## config.mk

```make
export PLATFORM = sky130hd
export DESIGN_NAME = watchdog_and_reset_control
export DESIGN_NICKNAME = d
export VERILOG_FILES = /design/src/wdt_pkg.sv /design/src/watchdog_and_reset_control.sv /design/src/tick_divider.sv /design/src/pin_sync.sv
export SDC_FILE = /design/constraint.sdc
export NUM_CORES = 1
export LEC_CHECK = 0
export BUFFER_PORTS_ARGS = -buffer_cell sky130_fd_sc_hd__buf_2
export CORE_ASPECT_RATIO = 0.6
export CORE_MARGIN = 2
export CORE_UTILIZATION = 45
export DETAILED_ROUTE_END_ITERATION = 12
export PLACE_DENSITY = 0.68
export SLEW_MARGIN = 20
export SYNTH_ARGS = -nofsm -noshare
export SYNTH_HDL_FRONTEND = slang
export SYNTH_HIERARCHICAL = 1
export SYNTH_SLANG_ARGS = --single-unit
```

## constraint.sdc

```tcl
create_clock -name clk_sys -period 2.9 [get_ports clk_sys]
set_input_delay 0.145 -clock clk_sys [delete_from_list [all_inputs] [get_ports clk_sys]]
set_output_delay 0.145 -clock clk_sys [all_outputs]
set_load 0.1 [all_outputs]
```

## src/wdt_pkg.sv

```systemverilog
// constants, field layouts and carrier types of the watchdog and reset controller
//
// Overview of operation
// - watchdog counts only low-speed RC clock ticks
// - period select picks tap 2^8 to 2^18
// - key 01010B enables, 10101B disables, else reset
// - control powers up with key enabled, select 011
// - invalid key reset sets key fault flag
// - key fault flag set by hardware, cleared by zero
// - upper four flag bits read as zero
// - running overflow resets device, sets timeout flag
// - sleeping overflow sets timeout, clears PC and SP only
// - key fault, clear, halt, pin reset clear count
// - pin key selects I/O, reset pin, else reset
// - pin key powers up selecting general I/O
// - low reset pin resets device, PC to zero
// - pin reset preserves a defined register subset
// - start-up delay after reset pin release
// - power-on delay before execution starts
// - power-on presets ports so pins are inputs
// - halt sets power-down, clears timeout and count
// - power-up or clear instruction clears power-down flag
// - sleeping overflow wakes device, sets timeout flag
package wdt_pkg;

    localparam int unsigned CLK_HZ          = 20_000_000;
    localparam int unsigned LOW_SPEED_RC_CLOCK_HZ         = 32_000;
    localparam int unsigned LOW_SPEED_RC_CLOCK_DIV        = CLK_HZ / LOW_SPEED_RC_CLOCK_HZ;
    localparam int unsigned POR_DELAY_MS    = 48;
    localparam int unsigned START_DELAY_MS  = 16;
    localparam int unsigned POR_DELAY_CYC   = POR_DELAY_MS * (CLK_HZ / 1000);
    localparam int unsigned START_DELAY_CYC = START_DELAY_MS * (CLK_HZ / 1000);
    localparam int unsigned SRESET_TICKS    = 4;
    localparam int unsigned DLY_W           = 20;
    localparam int unsigned WDT_BITS        = 18;

    localparam logic [3:0] OFS_CTRL   = 4'h0;
    localparam logic [3:0] OFS_FLAGS  = 4'h4;
    localparam logic [3:0] OFS_PINKEY = 4'h8;
    localparam logic [3:0] OFS_STATUS = 4'hC;

    localparam int unsigned KEY_LSB     = 3;
    localparam logic [4:0]  KEY_ENABLE  = 5'h0A;
    localparam logic [4:0]  KEY_DISABLE = 5'h15;
    localparam logic [7:0]  CTRL_POR    = 8'h53;
    localparam logic [7:0]  PINKEY_IO   = 8'h55;
    localparam logic [7:0]  PINKEY_RES  = 8'hAA;
    localparam int unsigned FLAG_KEY    = 0;
    localparam int unsigned FLAG_PINKEY = 3;
    localparam int unsigned STAT_TO     = 0;
    localparam int unsigned STAT_PDF    = 1;

    typedef struct packed {
        logic        hsel;
        logic [31:0] haddr;
        logic [1:0]  htrans;
        logic        hwrite;
        logic [2:0]  hsize;
        logic [31:0] hwdata;
        logic        hready;
    } ahb_req_t;

    typedef struct packed {
        logic [31:0] hrdata;
        logic        hreadyout;
        logic        hresp;
    } ahb_rsp_t;

    typedef struct packed {
        logic core_reset;
        logic pc_sp_clear;
        logic wake;
        logic port_preset;
        logic regs_preserve;
        logic pin_is_io;
    } reset_out_t;

    typedef enum logic [2:0] {
        ST_POR_WAIT, ST_RUN, ST_SW_DELAY, ST_PIN_HOLD, ST_START_WAIT
    } rst_state_t;

    // overflow mask for the selected period
    function automatic logic [WDT_BITS-1:0] tap_mask(input logic [2:0] sel);
        logic [WDT_BITS-1:0] m;
        m = '0;
        unique case (sel)
            3'h0: m = 18'h000FF;
            3'h1: m = 18'h003FF;
            3'h2: m = 18'h00FFF;
            3'h3: m = 18'h03FFF;
            3'h4: m = 18'h07FFF;
            3'h5: m = 18'h0FFFF;
            3'h6: m = 18'h1FFFF;
            3'h7: m = 18'h3FFFF;
        endcase
        return m;
    endfunction

endpackage

```

## src/watchdog_and_reset_control.sv

```systemverilog
// watchdog timer, keyed enables and reset sequencing behind an AHB-Lite slave
module watchdog_and_reset_control #(
    parameter int unsigned POR_CYCLES   = wdt_pkg::POR_DELAY_CYC,
    parameter int unsigned START_CYCLES = wdt_pkg::START_DELAY_CYC,
    parameter int unsigned SRESET_CNT   = wdt_pkg::SRESET_TICKS,
    parameter int unsigned LOW_SPEED_RC_CLOCK_CYCLES  = wdt_pkg::LOW_SPEED_RC_CLOCK_DIV
) (
    input  wire logic              clk_sys,
    input  wire logic              reset,
    input  wire wdt_pkg::ahb_req_t ahb_req,
    output wdt_pkg::ahb_rsp_t      ahb_rsp,
    input  wire logic              clear_instr,
    input  wire logic              halt_instr,
    input  wire logic              low_power_mode,
    input  wire logic              external_init_pin_n,
    output wdt_pkg::reset_out_t    rst_out
);
    import wdt_pkg::*;

    localparam logic [DLY_W-1:0] POR_LOAD   = DLY_W'(POR_CYCLES - 1);
    localparam logic [DLY_W-1:0] START_LOAD = DLY_W'(START_CYCLES - 1);
    localparam logic [DLY_W-1:0] SRST_LOAD  = DLY_W'(SRESET_CNT - 1);

    logic low_speed_rc_clock_tick;
    logic pin_s;

    // low_speed_rc_clock modelled as an enable from the system clock
    tick_divider #(
        .DIV (LOW_SPEED_RC_CLOCK_CYCLES)
    ) u_low_speed_rc_clock (
        .clk_sys (clk_sys),
        .reset   (reset),
        .tick    (low_speed_rc_clock_tick)
    );

    pin_sync u_pin (
        .clk_sys    (clk_sys),
        .reset      (reset),
        .pin_async  (external_init_pin_n),
        .pin_stable (pin_s)
    );

    // bus state
    logic        wr_pend_q;
    logic        wr_pend_d;
    logic [3:0]  wr_addr_q;
    logic [3:0]  wr_addr_d;
    logic [31:0] rdata_q;
    logic [31:0] rdata_d;
    logic        rd_flags_q;
    logic        rd_flags_d;

    // core state
    rst_state_t          state_q;
    rst_state_t          state_d;
    logic [DLY_W-1:0]    dly_q;
    logic [DLY_W-1:0]    dly_d;
    logic [WDT_BITS-1:0] cnt_q;
    logic [WDT_BITS-1:0] cnt_d;
    logic [7:0]          ctrl_q;
    logic [7:0]          ctrl_d;
    logic [7:0]          pinkey_q;
    logic [7:0]          pinkey_d;
    logic [3:0]          flags_q;
    logic [3:0]          flags_d;
    logic                to_q;
    logic                to_d;
    logic                pdf_q;
    logic                pdf_d;
    logic                fault_pin_q;
    logic                fault_pin_d;
    reset_out_t          out_q;
    reset_out_t          out_d;

    logic                addr_ok;
    logic                addr_hit;
    logic                wr_ctrl;
    logic                wr_flags;
    logic                wr_pinkey;
    logic [4:0]          key;
    logic                key_bad;
    logic                pinkey_bad;
    logic                wdt_on;
    logic                pin_rst_req;
    logic                ovf;
    logic [WDT_BITS-1:0] mask;

    function automatic logic [31:0] read_reg(input logic [3:0] a, input logic [7:0] c,
                                             input logic [3:0] f, input logic [7:0] p,
                                             input logic t, input logic d);
        logic [31:0] r;
        r = 32'h0;
        unique case (a)
            OFS_CTRL:   r[7:0] = c;
            OFS_FLAGS:  r[3:0] = f;
            OFS_PINKEY: r[7:0] = p;
            OFS_STATUS: r[1:0] = {d, t};
            default:    r = 32'h0;
        endcase
        return r;
    endfunction

    assign addr_ok    = ahb_req.hsel && ahb_req.hready && ahb_req.htrans[1];
    assign addr_hit   = (ahb_req.haddr[31:4] == 28'h0) && (ahb_req.haddr[1:0] == 2'h0);
    assign wr_ctrl    = wr_pend_q && (wr_addr_q == OFS_CTRL);
    assign wr_flags   = wr_pend_q && (wr_addr_q == OFS_FLAGS);
    assign wr_pinkey  = wr_pend_q && (wr_addr_q == OFS_PINKEY);
    assign key        = ctrl_q[KEY_LSB +: 5];
    assign key_bad    = (key != KEY_ENABLE) && (key != KEY_DISABLE);
    assign pinkey_bad = (pinkey_q != PINKEY_IO) && (pinkey_q != PINKEY_RES);
    assign wdt_on     = (key == KEY_ENABLE);
    assign pin_rst_req = (pinkey_q == PINKEY_RES) && !pin_s;
    assign mask       = tap_mask(ctrl_q[2:0]);
    assign ovf        = low_speed_rc_clock_tick && wdt_on && (state_q == ST_RUN)
                        && ((cnt_q & mask) == mask);

    always_comb begin
        state_d     = state_q;
        dly_d       = dly_q;
        cnt_d       = cnt_q;
        ctrl_d      = ctrl_q;
        pinkey_d    = pinkey_q;
        flags_d     = flags_q;
        to_d        = to_q;
        pdf_d       = pdf_q;
        fault_pin_d = fault_pin_q;
        out_d       = '0;
        // software writes only while the core runs; only hardware sets a flag
        if (state_q == ST_RUN) begin
            if (wr_ctrl) begin
                ctrl_d = ahb_req.hwdata[7:0];
            end
            if (wr_pinkey) begin
                pinkey_d = ahb_req.hwdata[7:0];
            end
            if (wr_flags) begin
                flags_d[FLAG_KEY]    = flags_q[FLAG_KEY] & ahb_req.hwdata[FLAG_KEY];
                flags_d[FLAG_PINKEY] = flags_q[FLAG_PINKEY] & ahb_req.hwdata[FLAG_PINKEY];
            end
        end
        if (low_speed_rc_clock_tick && wdt_on && (state_q == ST_RUN)) begin
            cnt_d = WDT_BITS'(cnt_q + 1'b1);
        end
        unique case (state_q)
            ST_POR_WAIT: begin
                if (dly_q == '0) begin
                    state_d = ST_RUN;
                end else begin
                    dly_d = DLY_W'(dly_q - 1'b1);
                end
            end
            ST_RUN: begin
                if (pin_rst_req) begin
                    state_d = ST_PIN_HOLD;
                    cnt_d   = '0;
                end else if (key_bad || pinkey_bad) begin
                    state_d     = ST_SW_DELAY;
                    dly_d       = SRST_LOAD;
                    fault_pin_d = !key_bad;
                    cnt_d       = '0;
                end else if (ovf) begin
                    to_d  = 1'b1;
                    cnt_d = '0;
                    if (low_power_mode) begin
                        out_d.pc_sp_clear = 1'b1;
                        out_d.wake        = 1'b1;
                    end else begin
                        state_d  = ST_START_WAIT;
                        dly_d    = START_LOAD;
                        ctrl_d   = CTRL_POR;
                        pinkey_d = PINKEY_IO;
                    end
                end else begin
                    if (clear_instr) begin
                        cnt_d = '0;
                        pdf_d = 1'b0;
                    end
                    if (halt_instr) begin
                        cnt_d = '0;
                        pdf_d = 1'b1;
                        to_d  = 1'b0;
                    end
                end
            end
            ST_SW_DELAY: begin
                cnt_d = '0;
                if (low_speed_rc_clock_tick) begin
                    if (dly_q == '0) begin
                        state_d  = ST_START_WAIT;
                        dly_d    = START_LOAD;
                        ctrl_d   = CTRL_POR;
                        pinkey_d = PINKEY_IO;
                        if (fault_pin_q) begin
                            flags_d[FLAG_PINKEY] = 1'b1;
                        end else begin
                            flags_d[FLAG_KEY] = 1'b1;
                        end
                    end else begin
                        dly_d = DLY_W'(dly_q - 1'b1);
                    end
                end
            end
            ST_PIN_HOLD: begin
                cnt_d = '0;
                if (pin_s) begin
                    state_d  = ST_START_WAIT;
                    dly_d    = START_LOAD;
                    ctrl_d   = CTRL_POR;
                    pinkey_d = PINKEY_IO;
                end
            end
            ST_START_WAIT: begin
                if (dly_q == '0) begin
                    state_d = ST_RUN;
                end else begin
                    dly_d = DLY_W'(dly_q - 1'b1);
                end
            end
        endcase
        out_d.core_reset    = (state_d == ST_POR_WAIT) || (state_d == ST_PIN_HOLD)
                              || (state_d == ST_START_WAIT);
        out_d.port_preset   = (state_d == ST_POR_WAIT);
        out_d.regs_preserve = out_d.core_reset && !out_d.port_preset;
        out_d.pin_is_io     = (pinkey_d != PINKEY_RES);
    end

    // read data taken from next-state values so a write just before is seen
    always_comb begin
        wr_pend_d  = addr_ok && ahb_req.hwrite && addr_hit;
        wr_addr_d  = ahb_req.haddr[3:0];
        rd_flags_d = addr_ok && !ahb_req.hwrite && addr_hit
                     && (ahb_req.haddr[3:0] == OFS_FLAGS);
        rdata_d    = rdata_q;
        if (addr_ok && !ahb_req.hwrite) begin
            rdata_d = addr_hit ? read_reg(ahb_req.haddr[3:0], ctrl_d, flags_d,
                                          pinkey_d, to_d, pdf_d) : 32'h0;
        end
    end

    always_ff @(posedge clk_sys) begin
        if (reset) begin
            state_q     <= ST_POR_WAIT;
            dly_q       <= POR_LOAD;
            cnt_q       <= '0;
            ctrl_q      <= CTRL_POR;
            pinkey_q    <= PINKEY_IO;
            flags_q     <= 4'h0;
            to_q        <= 1'b0;
            pdf_q       <= 1'b0;
            fault_pin_q <= 1'b0;
            out_q       <= '{core_reset: 1'b1, port_preset: 1'b1, pin_is_io: 1'b1,
                             default: 1'b0};
            wr_pend_q   <= 1'b0;
            wr_addr_q   <= 4'h0;
            rdata_q     <= 32'h0;
            rd_flags_q  <= 1'b0;
        end else begin
            state_q     <= state_d;
            dly_q       <= dly_d;
            cnt_q       <= cnt_d;
            ctrl_q      <= ctrl_d;
            pinkey_q    <= pinkey_d;
            flags_q     <= flags_d;
            to_q        <= to_d;
            pdf_q       <= pdf_d;
            fault_pin_q <= fault_pin_d;
            out_q       <= out_d;
            wr_pend_q   <= wr_pend_d;
            wr_addr_q   <= wr_addr_d;
            rdata_q     <= rdata_d;
            rd_flags_q  <= rd_flags_d;
        end
    end

    assign rst_out = out_q;
    assign ahb_rsp = '{hrdata: rdata_q, hreadyout: 1'b1, hresp: 1'b0};
endmodule // watchdog_and_reset_control

```

## src/tick_divider.sv

```systemverilog
// divider making the low-speed clock tick as a one-cycle enable
module tick_divider #(
    parameter int unsigned DIV = 625
) (
    input  wire logic clk_sys,
    input  wire logic reset,
    output logic      tick
);
    localparam int unsigned W = (DIV > 1) ? $clog2(DIV) : 1;
    localparam logic [W-1:0] LAST = W'(DIV - 1);

    logic [W-1:0] cnt_q;
    logic [W-1:0] cnt_d;
    logic         tick_d;

    always_comb begin
        tick_d = (cnt_q == LAST);
        cnt_d  = tick_d ? '0 : W'(cnt_q + 1'b1);
    end

    always_ff @(posedge clk_sys) begin
        if (reset) begin
            cnt_q <= '0;
            tick  <= 1'b0;
        end else begin
            cnt_q <= cnt_d;
            tick  <= tick_d;
        end
    end
endmodule // tick_divider

```

## src/pin_sync.sv

```systemverilog
// three-stage synchroniser; the output moves once stages two and three agree
module pin_sync (
    input  wire logic clk_sys,
    input  wire logic reset,
    input  wire logic pin_async,
    output logic      pin_stable
);
    logic [2:0] sync_q;
    logic [2:0] sync_d;
    logic       stable_d;

    always_comb begin
        sync_d   = {sync_q[1:0], pin_async};
        stable_d = (sync_q[2] == sync_q[1]) ? sync_q[1] : pin_stable;
    end

    always_ff @(posedge clk_sys) begin
        if (reset) begin
            sync_q     <= 3'h7;
            pin_stable <= 1'b1;
        end else begin
            sync_q     <= sync_d;
            pin_stable <= stable_d;
        end
    end
endmodule // pin_sync

```

==> results.cfg, run 1 <==
[floorplanning]
die_x_um = 143
initial_core_util_pct = 46.2
die_y_um = 87.4
core_mm2 = 0.0113
ioPinCount = 118
die-area_mm2 = 0.0125
rows = 30

[global_routing]
overflow = 0
grt_use_total_pct = 22.3
grt_pass1_wl_um = 21900
grt_pass1_vias = 4340
antenna_found_initial = 0
grt_max_degree = 42

[pwr]
powerDensity_mw_per_mm2 = 486
clkPwrFrac_pct = 42.2
pwr-share-seq_pct = 48.9
swShare_pct = 25.4
ir_worst_vdd_mv = 0.276
combPwrFrac_pct = 8.9
total_leakage_power_nw = 2.47
switching_power_w = 0.000739
internal-power_w = 0.00217

[yosys]
synth_edf_count = 0
syn_area_mm2 = 0.00522
async_flop_share_pct = 0
syn_inst = 611
synth_flop_cell = dfxtp_1
ys_types = 78
synth_area_leaders = dfxtp_1 39%, nor2_1 4.8%, mux2i_1 4.8%
synth_area_leader_cell = dfxtp_1
ys_seq_area_share_pct = 39.1
ys_ff_latch = 102
yosys_warnings = 6
synth_top_area_share_pct = 39.1
synth.avg_cell_area_um2 = 8.54

[finish]
drive_above_1_share_pct = 17.2
fin_util_pct = 53.0
synthToLayoutAreaGrowth_pct = 14.7
num_antenna_cells = 0
final_nets = 763
fill_cells = 1062

[sta]
fmax_mhz = 359
min_period_over_period_pct = 96.0
min_period_ns = 2.78
grt_setup_unrepaired = no
tns_ns = 0
final_max_slew_viol_count = 0
final_hold_viol_count = 0
setup_viol = 0
skew_ns = 0.00696
tightest_slew_ns = 0.744
relSlewSlack_pct = 50.4

[clock_network]
h-tree-depth = 3
insertion_delay_ns = 0.35
cts_buffers = 9
clock_tree.root_cell = clkbuf_16
cts_buffer_depth = 2
post_cts_resized = 0
clock_sinks = 102
cts_tree = done
clk_pin_slew_ns = 0.06

[critical_path]
ff2ff_path_depth = 7
path_cells = nor4b_1 -> mux2i_1 -> a21oi_1 -> o211ai_2 -> a21oi_2 -> nor2_1 -> a221o_1
criticalPathCategory = reg2reg
cp.arrival_ns = 3.01
crit_slowest_cell = a21oi_2
cp-start-kind = flip-flop
required_ns = 3.13
crit_path_end_kind = flip-flop
cpPeakStageDelay_ns = 0.44
path_max_fanout = 11

[placement]
numPortBuffers = 63
place_hpwl_um = 10200
gp_congestion = 0.914

[hold_path]
holdPathStages = 2
worstHoldPathType = in2reg

[outcome]
status = finished clean

[drt]
firstDrtPassIters = 5
route.detailed.drc = 0
wl_per_cell_um = 16.4
drtIter0Drc = 464
viasPerCell = 5.71
routed_wirelength_um = 13900
ant_nets = 0
vias = 4822

[flow_run]
drv_cap = 0
==> state kept, by name, summed over array words and instances (netlist names), 2 cells and up <==
register                    count
pinkey_q                        8
cnt_q                          18
flags_q                         2
u_pin/sync_q                    3
ctrl_q                          8
rdata_q                         8
dly_q                          20
wr_addr_q                       4
rst_out                         5
state_q                         3
mask                            7
u_low_speed_rc_clock/cnt_q     10
==> stage by stage <==
stage	area (um^2)	hold WS, ns	instances	power (W)	setup WS [ns]
floorplan	5310	0.217	635	0.00168	0.565
global placement	5660	0.335	827	0.00171	0.271
detailed placement	5660	0.344	827	0.00171	0.176
CTS	5970	0.0667	843	0.00293	0.167
global route	5980	0.0886	845	0.00300	0.0263
finish	5980	0.0818	845	0.00291	0.116
==> final timing paths <==
| kind | startpoint | to | slack [ns] |
|---|---|---|---|
| max | ctrl_q[4] | dly_q[15] | 0.12 |
| min | ahb_req[36] | wr_pend_q | 0.08 |
| max reg2reg | ctrl_q[4] | dly_q[15] | 0.12 |
| min reg2reg | u_pin/sync_q[0] | u_pin/sync_q[1] | 0.41 |
==> power groups by stage <==
stage / combinational [W] / sequential, W / clock, W
detailed placement: 0.000256 / 0.00145 / 0
global placement: 0.000253 / 0.00145 / 0
CTS: 0.000258 / 0.00142 / 0.00125
finish: 0.000260 / 0.00142 / 0.00123
floorplan: 0.000228 / 0.00145 / 0
global route: 0.000275 / 0.00142 / 0.00131
==> cell families (layout without fill, tap and decap cells) <==
logic type / count (synthesis) / count (layout) / synth area share [%]
adders and majority gates: 4 / 4 / 0.959
and+or+nand+nor: 251 / 251 / 26.0
DFF: 102 / 102 / 39.1
AOI/OAI and AO/OA: 137 / 137 / 18.2
other: 2 / 26 / 0.144
xor gates and xnor gates: 20 / 20 / 3.36
buffers and inverters: 69 / 119 / 7.19
muxes: 26 / 26 / 5.01
==> cell usage after synthesis (all sizes together), types with 7 or more instances <==
cell / instances
a21oi: 20
and3: 10
buf: 34
clkbuf: 15
dfxtp: 102
inv: 20
mux2i: 25
nand2: 48
nand3: 25
nand4: 11
nor2: 67
nor2b: 12
nor3: 14
nor4: 14
o21ai: 46
o31ai: 7
or3: 7
or4: 7
xnor2: 11
xor2: 9
==> layout by cell type (no fill, tap or decap), types with 17 or more instances in the layout <==
master / synthesis / final
o21ai_0: 45 / 45
inv_1: 20 / 20
conb_1: 2 / 26
nor2_1: 67 / 67
mux2i_1: 25 / 25
buf_4: 28 / 20
nand2_1: 48 / 48
a21oi_1: 17 / 17
buf_2: 3 / 63
dfxtp_1: 102 / 102
nand3_1: 24 / 24
==> metal layers <==
| metal | GRT usage, % | share of wire [%] |
|---|---|---|
| met5 | 0 | 0 |
| met3 | 5.22 | 9.8 |
| met2 | 32.5 | 41 |
| met1 | 33.2 | 48 |
| met4 | 4.86 | 0.76 |
==> area by class of cell <==
| type | count | area, um^2 | area share, % |
|---|---|---|---|
| Multi-Input combinational cell | 464 | 2890 | 48.3 |
| Sequential cell | 102 | 2040 | 34.1 |
| Timing Repair Buffer | 84 | 475 | 7.94 |
| Clock buffer | 12 | 256 | 4.29 |
| Tap cell | 160 | 200 | 3.35 |
| Inverter | 20 | 75.1 | 1.25 |
| Clock inverter | 3 | 43.8 | 0.732 |
==> worst max-delay path, delay by kind of cell (launching register included) <==
family           cells  cell delay, ns
multiplexers         1            0.26
flip-flops           1            0.39
AO/OA/AOI/OAI        4            1.30
AND/OR/NAND/NOR      2            0.72
==> timing repair <==
item	in CTS	in global routing
hold endpoints to repair	1	0
endpoints found under the setup margin	0	3
setup buffers	0	2
hold buffers	1	0
(Power assumes the default switching activity.)
==> run 2, diff against run 1 <==
--- a/config.mk
+++ b/config.mk
@@ -6,9 +6,11 @@
 export NUM_CORES = 1
 export LEC_CHECK = 0
 export BUFFER_PORTS_ARGS = -buffer_cell sky130_fd_sc_hd__buf_2
+export CAP_MARGIN = 5
 export CORE_ASPECT_RATIO = 0.6
 export CORE_MARGIN = 2
 export CORE_UTILIZATION = 45
+export CTS_BUF_LIST = sky130_fd_sc_hd__clkbuf_16
 export DETAILED_ROUTE_END_ITERATION = 12
 export PLACE_DENSITY = 0.68
 export SLEW_MARGIN = 20
==> run 2 against run 1 <==
Final cell count down 0.12%; critical path depth is the same; total power down 2.0%; sequential share of layout area is 0.16 points higher; non-clock buffer count decreased by 1; hold slack worse by 0.0013 ns; critical path type unchanged.
==> results.cfg, run 2 (synthesis gave the netlist of run 1 again) <==
[outcome]
status = finished clean

[sta]
tns_ns = 0
min_period_ns = 2.75
final_max_slew_viol_count = 0
setup_viol = 0
fmax_mhz = 364
tightest_slew_ns = 0.750
grt_setup_unrepaired = no
skew_ns = 0.00730
relSlewSlack_pct = 50.0
min_period_over_period_pct = 94.7
final_hold_viol_count = 0

[floorplanning]
die_y_um = 87.4
initial_core_util_pct = 46.2
die-area_mm2 = 0.0125
die_x_um = 143
ioPinCount = 118
core_mm2 = 0.0113
rows = 30

[global_routing]
grt_max_degree = 42
grt.busiest_layer = met1
grt_pass1_wl_um = 21800
grt_pass1_vias = 4337
met3_usage_pct = 5.06
use_met2_pct = 32.4
grt_util_met1_pct = 33.0
grt_use_total_pct = 22.2
antenna_found_initial = 0
overflow = 0

[clock_network]
clock_tree.root_cell = clkbuf_16
clk_pin_slew_ns = 0.07
insertion_delay_ns = 0.35
cts_buffers = 9
cts_tree = done
cts_buffer_depth = 2
clock_sinks = 102
h-tree-depth = 3

[drt]
ant_nets = 0
drtIter0Drc = 430
wl_per_cell_um = 16.3
firstDrtPassIters = 5
vias = 4812
viasPerCell = 5.70
route.detailed.drc = 0
routed_wirelength_um = 13800

[finish]
final_nets = 762
design_area_mm2 = 0.00596
reg.largest.list = dly_q x20, cnt_q x18, u_low_speed_rc_clock/cnt_q x10
multiInputGateArea_mm2 = 0.00289
drive_above_1_share_pct = 16.8
num_antenna_cells = 0
fill_cells = 1061
layout_commonest_cell = dfxtp_1
final-seq-area_mm2 = 0.00204
synthToLayoutAreaGrowth_pct = 14.1
largest_register = dly_q
largest_register_ffs = 20
layout_common_cells = 102 x dfxtp_1, 67 x nor2_1, 63 x buf_2

[critical_path]
endpoint = dly_q[15]
crit_path_end_kind = flip-flop
path_max_fanout = 11
r2r_slack_ns = 0.15
crit_family = compound AO/OA/AOI/OAI gates
criticalPathCategory = reg2reg
required_ns = 3.13
critPathBufInv = 0
crit_slowest_cell = a21oi_2
cp-start-kind = flip-flop
path_cells = nor4b_1 -> mux2i_1 -> a21oi_1 -> o211ai_2 -> a21oi_2 -> nor2_1 -> a221o_1
worstReg2RegEnd = dly_q[15]
worst-path-stages = 7
startpoint = ctrl_q[4]
cp.arrival_ns = 2.98
cpPeakStageDelay_ns = 0.44
ff2ff_path_depth = 7
timing.rr.start = ctrl_q[4]

[placement]
place_hpwl_um = 10200
dpl_cell_area_mm2 = 0.00566
gp_congestion = 0.914
numPortBuffers = 63

[hold_path]
worstHoldPathType = in2reg

[pwr]
powerDensity_mw_per_mm2 = 479
total_leakage_power_nw = 2.46
total_power_w = 0.00285
ir_worst_vdd_mv = 0.305

[flow_run]
drv_cap = 0
[run 2: worst reg2reg max path, stage by stage, from the launching register on]
cell and delay, ns:
dfxtp_1 0.38, nor4b_1 0.38, mux2i_1 0.25, a21oi_1 0.33, o211ai_2 0.17, a21oi_2 0.44, nor2_1 0.30, a221o_1 0.37
[run 2: timing repair]
item	in CTS	in global routing
endpoints found under the hold margin	1	0
gates resized for setup	0	0
hold buffers	1	0
endpoints found under the setup margin	0	3
buffers inserted	0	1
[run 2: layout make-up]
class,instances,share of cell area (%)
timing repair buffer,83,7.86
sequential,102,34.3
clock buffer,9,3.78
tap,160,3.36
clock inverter,6,0.924
inverter,20,1.26
multi-input combinational,464,48.5
[run 2: stage by stage]
step	std cells	utilization (%)	hold WS [ns]	setup WS, ns
final	844	52.7	0.0804	0.153
after global routing	844	52.7	0.0889	0.0339
after CTS	843	52.7	0.0661	0.167
after detailed placement	827	50.1	0.344	0.176
after global placement	827	50.1	0.335	0.271
after floorplan	635	-	0.217	0.565
[run 2: how the worst min path moves through the flow]
| stage | endpoint | start | depth (start not counted) | slack (ns) |
|---|---|---|---|---|
| 2_1_floorplan | u_low_speed_rc_clock/tick | reset | 1 | 0.22 |
| 3_3_place_gp | u_pin/sync_q[0] | external_init_pin_n | 2 | 0.33 |
| 3_5_place_dp | u_pin/sync_q[0] | external_init_pin_n | 2 | 0.34 |
| 4_1_cts | wr_pend_q | ahb_req[36] | 2 | 0.07 |
| 5_1_grt | wr_pend_q | ahb_req[36] | 2 | 0.09 |
| 6_report | wr_pend_q | ahb_req[36] | 2 | 0.08 |
[run 2: metal layers]
metal  routed length (um)  vias to the layer above
met4                  140                        0
met5                    0                        -
met1                 6620                     2256
li1                     -                     2306
met3                 1340                       18
met2                 5660                      232
[run 2: power breakdown]
| part | total, W | internal, W | switching [W] |
|---|---|---|---|
| registers | 0.00142 | 0.00141 | 0.0000104 |
| logic | 0.000259 | 0.0000483 | 0.000211 |
| clock network | 0.00117 | 0.000655 | 0.000515 |
| total | 0.00285 | 0.00212 | 0.000736 |
==> run 3, diff against run 2 <==
--- a/config.mk
+++ b/config.mk
@@ -12,7 +12,7 @@
 export CORE_UTILIZATION = 45
 export CTS_BUF_LIST = sky130_fd_sc_hd__clkbuf_16
 export DETAILED_ROUTE_END_ITERATION = 12
-export PLACE_DENSITY = 0.68
+export PLACE_DENSITY = 0.72
 export SLEW_MARGIN = 20
 export SYNTH_ARGS = -nofsm -noshare
 export SYNTH_HDL_FRONTEND = slang
==> run 3 against run 2 <==
Die area stayed put; flip-flop and latch count did not move; sequential share of layout area down 0.20 points; clock skew is 0.0045 ns higher.
==> results.cfg, run 3 (synthesis gave the netlist of run 1 again) <==
[outcome]
status = finished clean

[flow_run]
drv_cap = 0

[floorplanning]
die_y_um = 87.4
ioPinCount = 118
die-area_mm2 = 0.0125
core_mm2 = 0.0113
initial_core_util_pct = 46.2
die_x_um = 143
rows = 30

[sta]
min_period_over_period_pct = 92.0
final_hold_viol_count = 0
tns_ns = 0
min_period_ns = 2.67
final_max_slew_viol_count = 0
relSlewSlack_pct = 49.9
setup_viol = 0
worst_hold_slack_ns = 0.0570
fmax_mhz = 375
skew_ns = 0.0118
tightest_slew_ns = 0.732
grt_setup_unrepaired = no
worst_slack_ns = 0.232

[finish]
largest_register_ffs = 20
reg.largest.list = dly_q x20, cnt_q x18, u_low_speed_rc_clock/cnt_q x10
layout_commonest_cell = dfxtp_1
drive_above_1_share_pct = 17.9
layout_common_cells = 102 x dfxtp_1, 67 x nor2_1, 63 x buf_2
fill_cells = 1031
largest_register = dly_q
final_nets = 766
synthToLayoutAreaGrowth_pct = 14.8

[global_routing]
grt_pass1_vias = 4352
met3_usage_pct = 5.72
overflow = 0
grt_max_degree = 26
grt_util_met1_pct = 30.7
grt_pass1_wl_um = 21200
use_met2_pct = 31.5
grt.busiest_layer = met2
antenna_found_initial = 1
grt_use_total_pct = 21.4

[drt]
firstDrtPassIters = 5
ant_nets = 0
vias = 4797
wl_per_cell_um = 15.6
viasPerCell = 5.64
routed_wirelength_um = 13200
drtIter0Drc = 413
route.detailed.drc = 0

[critical_path]
crit_path_end_kind = flip-flop
criticalPathCategory = reg2reg
cp-start-kind = flip-flop
timing.rr.start = dly_q[0]
startpoint = dly_q[0]
cp.arrival_ns = 2.92
path_max_fanout = 5
required_ns = 3.15

[clock_network]
cts_buffers = 9
cts_hold_buf = 1
h-tree-depth = 3
postCtsSetupBuffers = 0
clock_tree.root_cell = clkbuf_16
clk_pin_slew_ns = 0.08
insertion_delay_ns = 0.35
clock_sinks = 102
cts_buffer_depth = 2
post_cts_resized = 0
cts_tree = done

[placement]
dpl_worst_slack_ns = 0.325
place_hpwl_um = 9840
numPortBuffers = 63
gp_congestion = 0.889

[pwr]
ir_worst_vdd_mv = 0.261
powerDensity_mw_per_mm2 = 473
total_leakage_power_nw = 2.48

[hold_path]
worstHoldPathType = in2reg
hold_start = ahb_req[7]
-- run 3: cell count changes in the layout (fill, tap and decap cells not counted) --
cell,delta
clkinv_1,-2
inv_6,+1
buf_4,+4
bufinv_16,-1
diode_2,+1
inv_1,-1
clkinv_4,+1
inv_8,+1
clkinvlp_4,+2
-- run 3: final cells by class --
type / instances / area (um^2) / area share (%)
multi-input combinational: 464 / 2890 / 48.3
sequential: 102 / 2040 / 34.1
timing repair buffer: 87 / 498 / 8.31
clock buffer: 9 / 225 / 3.76
tap: 160 / 200 / 3.34
inverter: 20 / 75.1 / 1.25
clock inverter: 7 / 57.6 / 0.961
antenna: 1 / 2.50 / 0.0418
-- run 3: where the power goes --
group | internal, W | leakage, nW | switching [W]
registers | 0.00141 | 0.826 | 0.0000102
clock network | 0.000592 | 0.134 | 0.000559
logic | 0.0000486 | 1.52 | 0.000211
-- run 3: path summary, 6_finish.rpt --
path	endpoint	slack, ns	cells past startpoint
worst max-delay path	rdata_q[1]	0.23	9
worst min register to register	u_pin/sync_q[1]	0.43	1
worst max register to register	rdata_q[1]	0.23	9
worst min-delay path	ctrl_q[6]	0.06	3
-- run 3: metal layers --
layer,routed length [um],share of wire [%]
met5,0,0
met2,5330,40
met3,1370,10
met4,189,1.4
met1,6350,48
-- run 3: worst max-delay path, cell delays in order, from the launching register on --
cell and delay (ns):
dfxtp_1 0.32, inv_1 0.10, ha_1 0.21, or3b_2 0.54
nor4_4 0.36, a21o_1 0.18, a32oi_1 0.11, or2_1 0.31
and3_1 0.19, o31ai_1 0.25
-- run 3: stage by stage --
stage | power [W] | area [um^2] | cells | utilization, %
CTS | 0.00285 | 5990 | 849 | 53.0
global route | 0.00293 | 5990 | 849 | 53.0
detailed placement | 0.00171 | 5700 | 832 | 50.4
global placement | 0.00171 | 5700 | 832 | 50.4
floorplan | 0.00168 | 5310 | 635 | -
finish | 0.00283 | 5990 | 850 | 53.0
